## config.mk

```make
export PLATFORM = sky130hd
export DESIGN_NAME = cpr_regs
export DESIGN_NICKNAME = d
export VERILOG_FILES = /design/src/rtl/cpr_pkg.sv /design/src/rtl/cpr_regs.sv
export SDC_FILE = /design/constraint.sdc
export NUM_CORES = 1
export LEC_CHECK = 0
export BUFFER_PORTS_ARGS = -buffer_cell sky130_fd_sc_hd__buf_2
export CAP_MARGIN = 20
export CELL_PAD_IN_SITES_DETAIL_PLACEMENT = 0
export CELL_PAD_IN_SITES_GLOBAL_PLACEMENT = 2
export CORE_UTILIZATION = 35
export CTS_CLUSTER_SIZE = 20
export DETAILED_ROUTE_END_ITERATION = 10
export GPL_ROUTABILITY_DRIVEN = 0
export HOLD_SLACK_MARGIN = 0.15
export PLACE_DENSITY_LB_ADDON = 0.1
export SLEW_MARGIN = 20
export SYNTH_ARGS = -nofsm -noshare
export SYNTH_HDL_FRONTEND = slang
export SYNTH_SLANG_ARGS = --single-unit
```

## constraint.sdc

```tcl
create_clock -name ref_clk -period 5.65 [get_ports ref_clk]
set_input_delay 0.565 -clock ref_clk [delete_from_list [all_inputs] [get_ports ref_clk]]
set_output_delay 0.565 -clock ref_clk [all_outputs]
set_load 0.005 [all_outputs]
```

## src/rtl/cpr_pkg.sv

```systemverilog
`default_nettype none
package cpr_pkg;
   localparam logic [15:0] VEC_LO_ADDR = 16'h0000;
   localparam logic [15:0] VEC_HI_ADDR = 16'h0001;
   localparam logic [7:0] FLAG_RESET = 8'h02;
   localparam int IE_BIT = 7;
   localparam int Z_BIT = 6;
   localparam int AC_BIT = 4;
   localparam int CY_BIT = 0;
   localparam logic [15:0] STACK_LO = 16'hFD00;
   localparam logic [15:0] STACK_HI = 16'hFEFF;
   localparam logic [15:0] STACK_EMPTY = STACK_HI + 16'h0001;
   localparam logic [15:0] SP_RESET = 16'h0000;
   localparam logic [15:0] PC_RESET = 16'h0000;
   localparam logic [15:0] ONE16 = 16'h0001;
   localparam logic [7:0] SFR_PAGE = 8'hFF;
   localparam logic [7:0] OFS_IADDR = 8'h00;
   localparam logic [7:0] OFS_FLAGS = 8'h04;
   localparam logic [7:0] OFS_STACK = 8'h08;
   localparam logic [7:0] OFS_STATUS = 8'h0C;
   localparam logic [2:0] OFS_GPR_PAGE = 3'h1;
   localparam logic [1:0] PAIR_ZERO = 2'h0;
   localparam logic [1:0] PAIR_ONE = 2'h1;
   localparam logic [1:0] PAIR_TWO = 2'h2;
   localparam logic [1:0] PAIR_THREE = 2'h3;
   typedef enum logic [4:0] {
      OP_NOP = 5'b00000, OP_ADVANCE = 5'b00001, OP_BR_IMM = 5'b00010,
      OP_BR_REG = 5'b00011, OP_PUSH_FLAGS = 5'b00100, OP_POP_FLAGS = 5'b00101,
      OP_IRQ_ACK = 5'b00110, OP_INTR_RET = 5'b00111, OP_INTR_DIS = 5'b01000,
      OP_INTR_EN = 5'b01001, OP_PUSH_BYTE = 5'b01010, OP_ADD = 5'b01011,
      OP_SUB = 5'b01100, OP_ROTL = 5'b01101, OP_ROTR = 5'b01110,
      OP_BIT_LD = 5'b01111, OP_BIT_AND = 5'b10000, OP_WR_BYTE = 5'b10001,
      OP_WR_PAIR = 5'b10010, OP_LD_SP = 5'b10011
   } cpr_op_t;
   typedef enum logic [2:0] {
      ST_VEC_LO_REQ = 3'b000, ST_VEC_LO_WAIT = 3'b001, ST_VEC_HI_REQ = 3'b010,
      ST_VEC_HI_WAIT = 3'b011, ST_RUN = 3'b100, ST_POP_WAIT = 3'b101
   } cpr_fsm_t;
   typedef struct packed {
      cpr_op_t op;
      logic [2:0] len;
      logic [2:0] idx;
      logic [15:0] data;
   } cpr_cmd_t;
   typedef struct packed {
      logic re;
      logic we;
      logic [15:0] addr;
      logic [7:0] wdata;
   } cpr_mem_t;
   typedef struct packed {
      cpr_fsm_t fsm;
      logic [15:0] pc;
      logic [7:0] flags;
      logic [15:0] sp;
      logic [7:0][7:0] gpr;
      logic stackErr;
      cpr_mem_t mem;
      logic ack;
      logic [31:0] datOut;
      logic sfrHit;
      logic sfrWide;
      logic sfrAlignErr;
   } cpr_state_t;
endpackage
`default_nettype wire

```

## src/rtl/cpr_regs.sv

```systemverilog
// Chosen here: the Wishbone interface to the registers and the register offsets.
`default_nettype none
module cpr_regs (
   input wire logic ref_clk,
   input wire logic nrst,
   input wire logic wb_cyc_i,
   input wire logic wb_stb_i,
   input wire logic wb_we_i,
   input wire logic [7:0] wb_adr_i,
   input wire logic [3:0] wb_sel_i,
   input wire logic [31:0] wb_dat_i,
   output logic [31:0] wb_dat_o,
   output logic wb_ack_o,
   input wire cpr_pkg::cpr_cmd_t coreCmd,
   output logic coreBusy,
   input wire logic irqReq,
   input wire logic irqMaskOk,
   input wire logic nmiReq,
   output logic irqAccept,
   output logic [15:0] instrAddr,
   output logic [7:0] flagWord,
   output logic [15:0] stackPtr,
   input wire logic [2:0] rdByteIdx,
   input wire logic [1:0] rdPairIdx,
   output logic [7:0] rdByte,
   output logic [15:0] rdPair,
   output var cpr_pkg::cpr_mem_t memReq,
   input wire logic memRvalid,
   input wire logic [7:0] memRdata,
   input wire logic [15:0] dataAddr,
   input wire logic dataWide,
   output logic sfrHit,
   output logic sfrWide,
   output logic sfrAlignErr
);
   // ************************************************************
   // reset synchroniser and state
   // ************************************************************
   logic [1:0] rstSync;
   logic rstN;
   cpr_pkg::cpr_state_t s_reg;
   cpr_pkg::cpr_state_t s_next;

   // two-stage release of the asynchronous reset
   always_ff @(posedge ref_clk or negedge nrst) begin
      if (!nrst) begin
         rstSync <= 2'h0;
      end else begin
         rstSync <= {rstSync[0], 1'b1};
      end
   end
   assign rstN = rstSync[1];

   // ************************************************************
   // datapath helpers
   // ************************************************************
   logic run;
   cpr_pkg::cpr_op_t op;
   logic [7:0] aluA;
   logic [7:0] aluB;
   logic [8:0] sum9;
   logic [8:0] diff9;
   logic [4:0] halfSum;
   logic [7:0] aluRes;
   logic aluWr;
   logic pairWr;
   logic pushOk;
   logic popOk;
   logic spLoadOk;
   logic busReq;
   logic busWr;
   logic busRdy;
   logic [15:0] busSp;
   logic busSpOk;
   logic [7:0][7:0] gprNext;

   assign run = (s_reg.fsm == cpr_pkg::ST_RUN);
   assign op = coreCmd.op;
   assign aluA = s_reg.gpr[coreCmd.idx];
   assign aluB = coreCmd.data[7:0];
   assign sum9 = {1'b0, aluA} + {1'b0, aluB};
   assign diff9 = {1'b0, aluA} - {1'b0, aluB};
   assign halfSum = {1'b0, aluA[3:0]} + {1'b0, aluB[3:0]};

   // alu result selection
   always_comb begin
      case (op)
         cpr_pkg::OP_ADD: aluRes = sum9[7:0];
         cpr_pkg::OP_SUB: aluRes = diff9[7:0];
         cpr_pkg::OP_ROTL: aluRes = {aluA[6:0], aluA[7]};
         cpr_pkg::OP_ROTR: aluRes = {aluA[0], aluA[7:1]};
         cpr_pkg::OP_WR_BYTE: aluRes = aluB;
         default: aluRes = aluA;
      endcase
   end

   assign aluWr = run & ((op == cpr_pkg::OP_ADD) | (op == cpr_pkg::OP_SUB)
                  | (op == cpr_pkg::OP_ROTL) | (op == cpr_pkg::OP_ROTR)
                  | (op == cpr_pkg::OP_WR_BYTE));
   assign pairWr = run & (op == cpr_pkg::OP_WR_PAIR);

   assign pushOk = (s_reg.sp > cpr_pkg::STACK_LO) & (s_reg.sp <= cpr_pkg::STACK_EMPTY);
   assign popOk = (s_reg.sp >= cpr_pkg::STACK_LO) & (s_reg.sp <= cpr_pkg::STACK_HI);
   assign spLoadOk = (coreCmd.data >= cpr_pkg::STACK_LO)
                     & (coreCmd.data <= cpr_pkg::STACK_EMPTY);

   // bus request decode
   assign busReq = wb_cyc_i & wb_stb_i;
   assign busWr = busReq & wb_we_i & s_reg.ack;
   assign busRdy = busReq & ~s_reg.ack;
   assign busSp = {wb_sel_i[1] ? wb_dat_i[15:8] : s_reg.sp[15:8],
                   wb_sel_i[0] ? wb_dat_i[7:0] : s_reg.sp[7:0]};
   assign busSpOk = (busSp >= cpr_pkg::STACK_LO) & (busSp <= cpr_pkg::STACK_EMPTY);

   // ************************************************************
   // general registers
   // ************************************************************
   // byte and pair writes per entry
   for (genvar i = 0; i < 8; i++) begin : g_gpr
      logic hitByte;
      logic hitPair;
      logic hitBus;
      assign hitByte = aluWr & (coreCmd.idx == 3'(i));
      assign hitPair = pairWr & (coreCmd.idx[1:0] == 2'(i / 2));
      assign hitBus = busWr & (wb_adr_i[7:5] == cpr_pkg::OFS_GPR_PAGE)
                      & (wb_adr_i[4:2] == 3'(i)) & wb_sel_i[0];
      assign gprNext[i] = hitBus ? wb_dat_i[7:0]
                        : hitPair ? ((i % 2) == 1 ? coreCmd.data[15:8] : coreCmd.data[7:0])
                        : hitByte ? aluRes
                        : s_reg.gpr[i];
   end

   // ************************************************************
   // next-state logic
   // ************************************************************
   // sequencer, flags, stack and bus slave
   always_comb begin
      logic setErr;
      logic clrErr;
      setErr = 1'b0;
      clrErr = 1'b0;
      s_next = s_reg;
      s_next.mem.re = 1'b0;
      s_next.mem.we = 1'b0;
      s_next.ack = 1'b0;
      s_next.gpr = gprNext;
      case (s_reg.fsm)
         cpr_pkg::ST_VEC_LO_REQ: begin
            s_next.mem.re = 1'b1;
            s_next.mem.addr = cpr_pkg::VEC_LO_ADDR;
            s_next.fsm = cpr_pkg::ST_VEC_LO_WAIT;
         end
         cpr_pkg::ST_VEC_LO_WAIT: begin
            if (memRvalid) begin
               s_next.pc[7:0] = memRdata;
               s_next.fsm = cpr_pkg::ST_VEC_HI_REQ;
            end
         end
         cpr_pkg::ST_VEC_HI_REQ: begin
            s_next.mem.re = 1'b1;
            s_next.mem.addr = cpr_pkg::VEC_HI_ADDR;
            s_next.fsm = cpr_pkg::ST_VEC_HI_WAIT;
         end
         cpr_pkg::ST_VEC_HI_WAIT: begin
            if (memRvalid) begin
               s_next.pc[15:8] = memRdata;
               s_next.fsm = cpr_pkg::ST_RUN;
            end
         end
         cpr_pkg::ST_POP_WAIT: begin
            if (memRvalid) begin
               s_next.flags = memRdata;
               s_next.sp = s_reg.sp + cpr_pkg::ONE16;
               s_next.fsm = cpr_pkg::ST_RUN;
            end
         end
         cpr_pkg::ST_RUN: begin
            case (op)
               cpr_pkg::OP_ADVANCE: s_next.pc = s_reg.pc + {13'h0000, coreCmd.len};
               cpr_pkg::OP_BR_IMM: s_next.pc = coreCmd.data;
               cpr_pkg::OP_BR_REG: begin
                  s_next.pc = {s_reg.gpr[{coreCmd.idx[1:0], 1'b1}],
                               s_reg.gpr[{coreCmd.idx[1:0], 1'b0}]};
               end
               cpr_pkg::OP_PUSH_FLAGS, cpr_pkg::OP_IRQ_ACK, cpr_pkg::OP_PUSH_BYTE: begin
                  if (op == cpr_pkg::OP_IRQ_ACK) begin
                     s_next.flags[cpr_pkg::IE_BIT] = 1'b0;
                  end
                  if (pushOk) begin
                     s_next.sp = s_reg.sp - cpr_pkg::ONE16;
                     s_next.mem.we = 1'b1;
                     s_next.mem.addr = s_reg.sp - cpr_pkg::ONE16;
                     s_next.mem.wdata = (op == cpr_pkg::OP_PUSH_BYTE) ? aluB : s_reg.flags;
                  end else begin
                     setErr = 1'b1;
                  end
               end
               cpr_pkg::OP_POP_FLAGS, cpr_pkg::OP_INTR_RET: begin
                  if (popOk) begin
                     s_next.mem.re = 1'b1;
                     s_next.mem.addr = s_reg.sp;
                     s_next.fsm = cpr_pkg::ST_POP_WAIT;
                  end else begin
                     setErr = 1'b1;
                  end
               end
               cpr_pkg::OP_INTR_DIS: s_next.flags[cpr_pkg::IE_BIT] = 1'b0;
               cpr_pkg::OP_INTR_EN: s_next.flags[cpr_pkg::IE_BIT] = 1'b1;
               cpr_pkg::OP_ADD: begin
                  s_next.flags[cpr_pkg::Z_BIT] = (sum9[7:0] == 8'h00);
                  s_next.flags[cpr_pkg::AC_BIT] = halfSum[4];
                  s_next.flags[cpr_pkg::CY_BIT] = sum9[8];
               end
               cpr_pkg::OP_SUB: begin
                  s_next.flags[cpr_pkg::Z_BIT] = (diff9[7:0] == 8'h00);
                  s_next.flags[cpr_pkg::AC_BIT] = (aluA[3:0] < aluB[3:0]);
                  s_next.flags[cpr_pkg::CY_BIT] = diff9[8];
               end
               cpr_pkg::OP_ROTL: s_next.flags[cpr_pkg::CY_BIT] = aluA[7];
               cpr_pkg::OP_ROTR: s_next.flags[cpr_pkg::CY_BIT] = aluA[0];
               cpr_pkg::OP_BIT_LD: s_next.flags[cpr_pkg::CY_BIT] = coreCmd.data[0];
               cpr_pkg::OP_BIT_AND: begin
                  s_next.flags[cpr_pkg::CY_BIT] = s_reg.flags[cpr_pkg::CY_BIT]
                                                 & coreCmd.data[0];
               end
               cpr_pkg::OP_LD_SP: begin
                  if (spLoadOk) begin
                     s_next.sp = coreCmd.data;
                  end else begin
                     setErr = 1'b1;
                  end
               end
               default: begin
               end
            endcase
         end
         default: s_next.fsm = cpr_pkg::ST_VEC_LO_REQ;
      endcase
      // bus read capture, registered on the same edge as ack
      s_next.ack = busRdy;
      if (busRdy) begin
         case (wb_adr_i)
            cpr_pkg::OFS_IADDR: s_next.datOut = {16'h0000, s_reg.pc};
            cpr_pkg::OFS_FLAGS: s_next.datOut = {24'h00_0000, s_reg.flags};
            cpr_pkg::OFS_STACK: s_next.datOut = {16'h0000, s_reg.sp};
            cpr_pkg::OFS_STATUS: s_next.datOut = {30'h0000_0000, s_reg.stackErr, ~run};
            default: begin
               if (wb_adr_i[7:5] == cpr_pkg::OFS_GPR_PAGE) begin
                  s_next.datOut = {24'h00_0000, s_reg.gpr[wb_adr_i[4:2]]};
               end else begin
                  s_next.datOut = 32'h0000_0000;
               end
            end
         endcase
      end
      // bus writes land on the edge after ack rises, while ack is high
      if (busWr) begin
         case (wb_adr_i)
            cpr_pkg::OFS_IADDR: begin
               if (wb_sel_i[0]) s_next.pc[7:0] = wb_dat_i[7:0];
               if (wb_sel_i[1]) s_next.pc[15:8] = wb_dat_i[15:8];
            end
            cpr_pkg::OFS_FLAGS: begin
               if (wb_sel_i[0]) s_next.flags = wb_dat_i[7:0];
            end
            cpr_pkg::OFS_STACK: begin
               if (busSpOk) begin
                  s_next.sp = busSp;
               end else begin
                  setErr = 1'b1;
               end
            end
            cpr_pkg::OFS_STATUS: clrErr = wb_sel_i[0] & wb_dat_i[1];
            default: begin
            end
         endcase
      end
      // sticky error, set wins over clear
      s_next.stackErr = (s_reg.stackErr & ~clrErr) | setErr;
      s_next.sfrHit = (dataAddr[15:8] == cpr_pkg::SFR_PAGE);
      s_next.sfrWide = s_next.sfrHit & dataWide;
      s_next.sfrAlignErr = s_next.sfrHit & dataWide & dataAddr[0];
   end

   // state register
   always_ff @(posedge ref_clk or negedge rstN) begin
      if (!rstN) begin
         s_reg <= '0;
         s_reg.fsm <= cpr_pkg::ST_VEC_LO_REQ;
         s_reg.pc <= cpr_pkg::PC_RESET;
         s_reg.flags <= cpr_pkg::FLAG_RESET;
         s_reg.sp <= cpr_pkg::SP_RESET;
      end else begin
         s_reg <= s_next;
      end
   end

   // ************************************************************
   // outputs
   // ************************************************************
   // interrupt gating
   assign irqAccept = run & (nmiReq
                      | (irqReq & irqMaskOk & s_reg.flags[cpr_pkg::IE_BIT]));
   assign coreBusy = ~run;
   assign wb_dat_o = s_reg.datOut;
   assign wb_ack_o = s_reg.ack;
   assign instrAddr = s_reg.pc;
   assign flagWord = s_reg.flags;
   assign stackPtr = s_reg.sp;
   assign rdByte = s_reg.gpr[rdByteIdx];
   assign rdPair = {s_reg.gpr[{rdPairIdx, 1'b1}], s_reg.gpr[{rdPairIdx, 1'b0}]};
   assign memReq = s_reg.mem;
   assign sfrHit = s_reg.sfrHit;
   assign sfrWide = s_reg.sfrWide;
   assign sfrAlignErr = s_reg.sfrAlignErr;
endmodule
`default_nettype wire

```

==> results of run 1 <==
final cells by class:
type / instances / area (um^2) / share of cell area [%]
clock inverters: 11 / 144 / 0.899
flip-flops and latches: 156 / 3910 / 24.4
inverters: 54 / 203 / 1.27
repair buffers: 227 / 1240 / 7.75
well taps: 532 / 666 / 4.16
diodes: 2 / 5.00 / 0.0313
multi-input cells: 1323 / 9400 / 58.7
clock buffers: 20 / 447 / 2.79
logic make-up (layout without fill, tap and decap cells):
| family | Yosys count | after routing | synth area share (%) |
|---|---|---|---|
| AND/OR/NAND/NOR | 583 | 583 | 18.7 |
| AO/OA/AOI/OAI | 535 | 535 | 24.5 |
| buffers and inverters | 290 | 312 | 10.3 |
| flip-flops | 156 | 156 | 26.5 |
| multiplexers | 144 | 144 | 16.5 |
| adder cells (fa/ha/maj) | 27 | 27 | 2.44 |
| XOR/XNOR | 17 | 17 | 1.01 |
| other | 2 | 19 | 0.0510 |
routing by layer:
metal	global-route usage, %	routed length [um]
met5	0	0
met4	16.7	3330
met3	7.08	5780
met2	51.1	32300
met1	43.3	29200
power groups by stage:
| stage | Combinational [mW] | Sequential, mW | Clock, mW |
|---|---|---|---|
| 3_5_place_dp | 2.29 | 1.90 | 0 |
| 5_1_grt | 2.52 | 1.93 | 1.31 |
| 4_1_cts | 2.30 | 1.88 | 1.27 |
| 6_report | 2.32 | 1.89 | 1.25 |
| 2_1_floorplan | 1.78 | 1.61 | 0 |
| 3_3_place_gp | 2.27 | 1.89 | 0 |
per-stage QoR:
step / setup WS [ns] / area [um^2] / total power, mW / util [%] / std cells
final: 1.27 / 16000 / 5.46 / 38.9 / 2325
after global routing: 1.05 / 16000 / 5.75 / 38.9 / 2324
after CTS: 1.41 / 16000 / 5.44 / 38.8 / 2323
after detailed placement: 0.883 / 15400 / 4.18 / 37.4 / 2291
after global placement: 0.914 / 15400 / 4.16 / 37.3 / 2291
after floorplan: 0.983 / 14800 / 3.39 / - / 1769
path summary, 6_finish.rpt:
check / start / end / slack (ns) / cells past startpoint
hold / removal: dataWide / sfrWide / 0.29 / 2
max in group asynchronous: rstSync[1] / s_reg[83] / 4.18 / 1
min in group asynchronous: rstSync[1] / wb_dat_o[6] / 0.35 / 0
hold reg to reg: rstSync[1] / wb_dat_o[6] / 0.35 / 0
setup / recovery: coreCmd[16] / s_reg[78] / 1.27 / 14
setup reg to reg: s_reg[98] / s_reg[99] / 1.46 / 12
layout by cell type (no fill, tap or decap), types with 28 or more instances in the layout:
| cell | instances |
|---|---|
| o21ai_0 | 100 |
| mux4_2 | 73 |
| dfrtp_1 | 154 |
| buf_4 | 28 |
| nor2_1 | 169 |
| nor3_1 | 34 |
| nand3_1 | 52 |
| mux2i_1 | 49 |
| o22ai_1 | 31 |
| inv_1 | 50 |
| a21oi_1 | 123 |
| nand2_1 | 171 |
| a31oi_1 | 31 |
| buf_2 | 196 |
==> flow_metrics.py, run 1 <==
metrics = {
    "run_status": {
        "status": "completed",
    },
    "timing": {
        "hold_ws_ns": 0.292,
        "layout_min_cycle_time_ns": 4.38,
        "layout_worst_path_cycle_share_pct": 77.4,
        "final-setup-viol-count": 0,
        "setup_tns_ns": 0,
        "rsz0062_at_grt": "false",
        "worst_slew_pin_slew_ns": 1.02,
        "hold_violations": 0,
        "skew_ns": 0.0125,
        "fmax_mhz": 229,
        "maxSlewViolCount": 0,
        "slew_headroom_pct": 31.9,
    },
    "die": {
        "fp.dieH_um": 207,
        "core_area_um2": 41200,
        "std_cell_rows": 74,
        "die_area_um2": 42900,
        "initial_utilization_pct": 35.8,
        "die_w_um": 207,
        "ios": 238,
    },
    "clock_network": {
        "clkTransAtPathRegs_ns": 0.07,
        "cts_buffers": 17,
        "cts_sinks": 156,
        "cts_setup_buffers": 0,
        "cts_root_buf": "clkbuf_16",
        "clock_latency_ns": 0.50,
        "cts_tree": "yes",
        "hold_buffers": 1,
        "clock_path_buffers": 2,
        "cts_max_level": 4,
        "cts_resized": 0,
    },
    "synth": {
        "synth-edff-count": 0,
        "netlist_area_um2": 14700,
        "synth_seq_cells": 156,
        "syn-instance-count": 1754,
        "synth_top_area_cell": "dfrtp_1",
        "syn_avg_cell_area_um2": 8.40,
        "synth_top_flop_cell": "dfrtp_1",
        "synth_area_leaders": "dfrtp_1, mux4_2, buf_4, nand2_1, nor2_1",
        "synthTopCellsByCount": "nand2_1, nor2_1, dfrtp_1",
        "post-synth-top-count-cell": "nand2_1",
        "ys_warn_count": 0,
        "ys_types": 88,
        "ys_seq_area_share_pct": 26.5,
        "async_flop_share_pct": 100,
        "synth_top_cell_area_share_pct": 26.3,
    },
    "power_and_ir_drop": {
        "switching_share_pct": 44.2,
        "power_density_nw_per_um2": 341,
        "internal-power_mw": 3.05,
        "clkPwrFrac_pct": 22.8,
        "ir_drop_uv": 239,
        "p_leak_nw": 6.83,
        "power_frac_seq_pct": 34.7,
        "p_comb_share_pct": 42.5,
        "p_sw_mw": 2.41,
    },
    "detailed_routing": {
        "wl_per_cell_um": 30.3,
        "drt_iter0_markers": 1513,
        "dr.pass1.iters": 8,
        "ant_nets": 0,
        "dr_total_vias": 15132,
        "wl_um": 70500,
        "vias_per_cell": 6.51,
        "drc": 0,
    },
    "worst_setup_path": {
        "cp.arrival_ns": 4.76,
        "cp_slowest_stage_delay_ns": 0.52,
        "crit_type": "in2reg",
        "crit_top_cell": "nor2_1",
        "endpoint_kind": "register",
        "cp_num_buf_inv": 2,
        "cp_top_family": "compound AO/OA/AOI/OAI gates",
        "crit_path_start_kind": "input pin",
        "worstPathCellList": "buf_2 > nand2b_1 > a2bb2oi_1 > o22ai_1 > nor2_1 > ha_1 > nor2_1 > o311ai_0 > a31oi_1 > xnor2_1 > a221oi_1 > buf_4 > o21bai_1 > o311ai_1",
        "critical-path-slowest-cell": "buf_2",
        "critPathRequiredTime_ns": 6.03,
        "critPathMaxFanout": 21,
    },
    "global_route": {
        "grt_pass1_wl_um": 103000,
        "antenna_found_initial": 3,
        "grtUsageTotal_pct": 32.9,
        "grt-ovfl-total": 0,
        "grt_max_degree": 110,
        "grt_pass1_vias": 14536,
    },
    "job": {
        "drv_cap": 0,
    },
    "place": {
        "dp_hpwl_um": 51800,
        "port_buffers": 196,
    },
    "hold_path": {
        "hold_class": "in2reg",
    },
    "cells_and_area": {
        "drive_gt1_share_pct": 21.1,
        "areaGrowthSynthToFinish_pct": 8.63,
        "nets": 1916,
        "nFillCells": 4291,
        "largest_register_ffs": 68,
    },
}
No activity file was read; power rests on OpenSTA's default activity.
==> inputs of run 2 (changes only) <==
- ABC_AREA: not set -> 1
- CORE_UTILIZATION: 35 -> 31
- clock period: 5.65 -> 4.2 ns (I/O delays scaled with it)
==> run 2 against run 1 <==
Against the previous run:
- utilization fell by 3.4 points
- critical path type is now reg2reg
- setup slack got worse by 0.69 ns
- final area rose by 6.4%
- critical endpoint is now s_reg[125]
- die area rose by 16%
- sequential share of layout area fell by 1.5 points
- clock skew rose by 0.010 ns
- largest cell class unchanged
==> flow_metrics.py, run 2 <==
metrics = {
    "run_status": {
        "status": "completed",
    },
    "cells_and_area": {
        "nets": 2756,
        "areaGrowthSynthToFinish_pct": 11.9,
        "final_common_cell": "nand2_1",
        "largest_register_ffs": 68,
        "final_cell_mix": "nand2_1, inv_1, o21ai_0, a21oi_1, buf_2",
        "seq_area_um2": 3910,
        "drive_gt1_share_pct": 13.2,
        "nFillCells": 5446,
        "multiInputGateArea_um2": 8980,
    },
    "synth": {
        "synth_top_family_by_area": "simple AND/OR/NAND/NOR gates",
        "async_flop_share_pct": 100,
        "syn_avg_cell_area_um2": 6.05,
        "synth_compound_area_share_pct": 21.9,
        "synth.area.mux_share_pct": 0,
        "netlist_area_um2": 15200,
        "ys_warn_count": 0,
        "synth_top_flop_cell": "dfrtp_1",
        "ys_seq_area_share_pct": 25.7,
        "synthTopCellsByCount": "nand2_1, inv_1, o21ai_0",
        "synth_top_cell_area_share_pct": 25.5,
        "ys_types": 57,
        "synth_top_area_cell": "dfrtp_1",
        "synth_xor_area_share_pct": 0.691,
        "synth_fa_ha_area_share_pct": 2.37,
        "synth-simple-area-share_pct": 33.6,
        "syn-instance-count": 2516,
        "synth_seq_cells": 156,
        "synth_area_leaders": "dfrtp_1, nand2_1, o21ai_0, inv_1, a21oi_1",
        "synth-edff-count": 0,
        "post-synth-top-count-cell": "nand2_1",
    },
    "clock_network": {
        "cts_buffers": 17,
        "clkTransAtPathRegs_ns": 0.07,
        "clock_latency_ns": 0.51,
        "cts_tree": "yes",
        "clock_path_buffers": 2,
        "cts_max_level": 4,
        "cts_setup_buffers": 0,
        "cts_root_buf": "clkbuf_16",
        "cts_sinks": 156,
    },
    "die": {
        "std_cell_rows": 80,
        "die_w_um": 224,
        "die_area_um2": 50000,
        "fp.dieH_um": 224,
        "ios": 238,
        "core_area_um2": 48000,
        "initial_utilization_pct": 31.7,
    },
    "worst_setup_path": {
        "cp_slowest_stage_delay_ns": 0.38,
        "endpoint_kind": "register",
        "crit_path_start_kind": "register",
        "cp.arrival_ns": 4.01,
        "critical-path-slowest-cell": "fa_1",
        "critPathRequiredTime_ns": 4.59,
        "critPathMaxFanout": 4,
        "cp_top_family": "simple AND/OR/NAND/NOR gates",
        "worstPathCellList": "inv_1 > o21ai_0 > nand2_1 > nand3_1 > nand2_1 > inv_1 > ha_1 > inv_1 > fa_1 > inv_1 > nand2_1 > nand2_1 > nand3_1 > nand2_1 > nand2_1 > nand2_1 > nor2_1 > nor2_1 > nand3b_1 > nand2_1 > nand2_1 > nand2_1 > nand2_1",
        "cp_num_buf_inv": 4,
        "crit_type": "reg2reg",
        "crit_top_cell": "nand2_1",
    },
    "detailed_routing": {
        "wl_per_cell_um": 24.8,
        "ant_nets": 0,
        "drt_iter0_markers": 1941,
        "vias_per_cell": 5.57,
        "dr_total_vias": 18098,
        "drc": 0,
        "dr.pass1.iters": 7,
        "wl_um": 80400,
    },
    "timing": {
        "hold_ws_ns": 0.174,
        "setup_tns_ns": 0,
        "fmax_mhz": 276,
        "slew_headroom_pct": 32.7,
        "worst_slew_pin_slew_ns": 1.00,
        "hold_violations": 0,
        "maxSlewViolCount": 0,
        "layout_min_cycle_time_ns": 3.62,
        "rsz0062_at_grt": "false",
        "layout_worst_path_cycle_share_pct": 86.1,
        "final-setup-viol-count": 0,
        "skew_ns": 0.0228,
    },
    "global_route": {
        "antenna_found_initial": 0,
        "use_met1_pct": 41.3,
        "grt_pass1_wl_um": 115000,
        "grtUsageTotal_pct": 31.8,
        "grt_max_degree": 97,
        "grt-ovfl-total": 0,
        "grt_use_met3_pct": 5.14,
        "grt_pass1_vias": 16909,
        "grtUsageMet2_pct": 51.4,
        "grt_busiest_layer": "met2",
    },
    "hold_path": {
        "hold_class": "in2reg",
    },
    "place": {
        "dp_hpwl_um": 60700,
        "port_buffers": 196,
    },
    "power_and_ir_drop": {
        "p_leak_nw": 8.67,
        "power_density_nw_per_um2": 406,
        "ir_drop_uv": 263,
    },
    "job": {
        "drv_cap": 0,
    },
}
## run 2: area by class of cell
type                    count  area share [%]
multi-input cells        1867            52.7
flip-flops and latches    156            23.0
repair buffers            264            9.26
inverters                 313            6.91
well taps                 615            4.52
clock buffers              19            2.54
clock inverters            12            1.09
diodes                      2          0.0294
## run 2: what timing repair did
| action | CTS | global route |
|---|---|---|
| endpoints found under the hold margin | 2 | 0 |
| resized for setup | 0 | 0 |
| setup endpoints to repair | 0 | 0 |
| hold buffers | 1 | 0 |
## run 2: stage by stage
stage               cells  total power, mW  instance area (um^2)  util [%]  setup slack [ns]
CTS                  3245             6.89                 17000      35.4             0.632
floorplan            2531             4.06                 15300         -              1.26
global placement     3213             5.10                 16400      34.1             0.304
detailed placement   3213             5.11                 16400      34.1             0.318
global route         3246             7.29                 17000      35.4             0.325
finish               3248             6.91                 17000      35.4             0.582
## run 2: path summary, 6_finish.rpt
check / to / start / slack, ns / depth (start not counted)
max: s_reg[125] / s_reg[95] / 0.58 / 23
min: sfrAlignErr / dataAddr[0] / 0.17 / 2
max reg2reg: s_reg[125] / s_reg[95] / 0.58 / 23
min reg2reg: s_reg[69] / rstSync[1] / 0.23 / 0
max in group asynchronous: s_reg[116] / rstSync[1] / 3.06 / 1
min in group asynchronous: rstSync[1] / nrst / 0.22 / 2
## run 2: power by group
group	switching, mW	total (mW)	leakage (nW)	internal (mW)
sequential	0.505	2.30	2.09	1.80
clock	0.760	1.76	0.304	0.998
combinational	1.93	2.86	6.28	0.930
total	3.19	6.91	8.67	3.72
## run 2: kinds of logic after synthesis
kind of cell | count (synthesis)
AO/OA/AOI/OAI | 592
XOR/XNOR | 12
adder cells (fa/ha/maj) | 27
buffers and inverters | 508
flip-flops | 156
other | 2
AND/OR/NAND/NOR | 1219
## run 2: routing by layer
metal / vias to the layer above / routed length [um]
met4: 0 / 3890
met1: 8682 / 33600
met3: 180 / 5760
met2: 844 / 37200
li1: 8392 / -
met5: - / 0
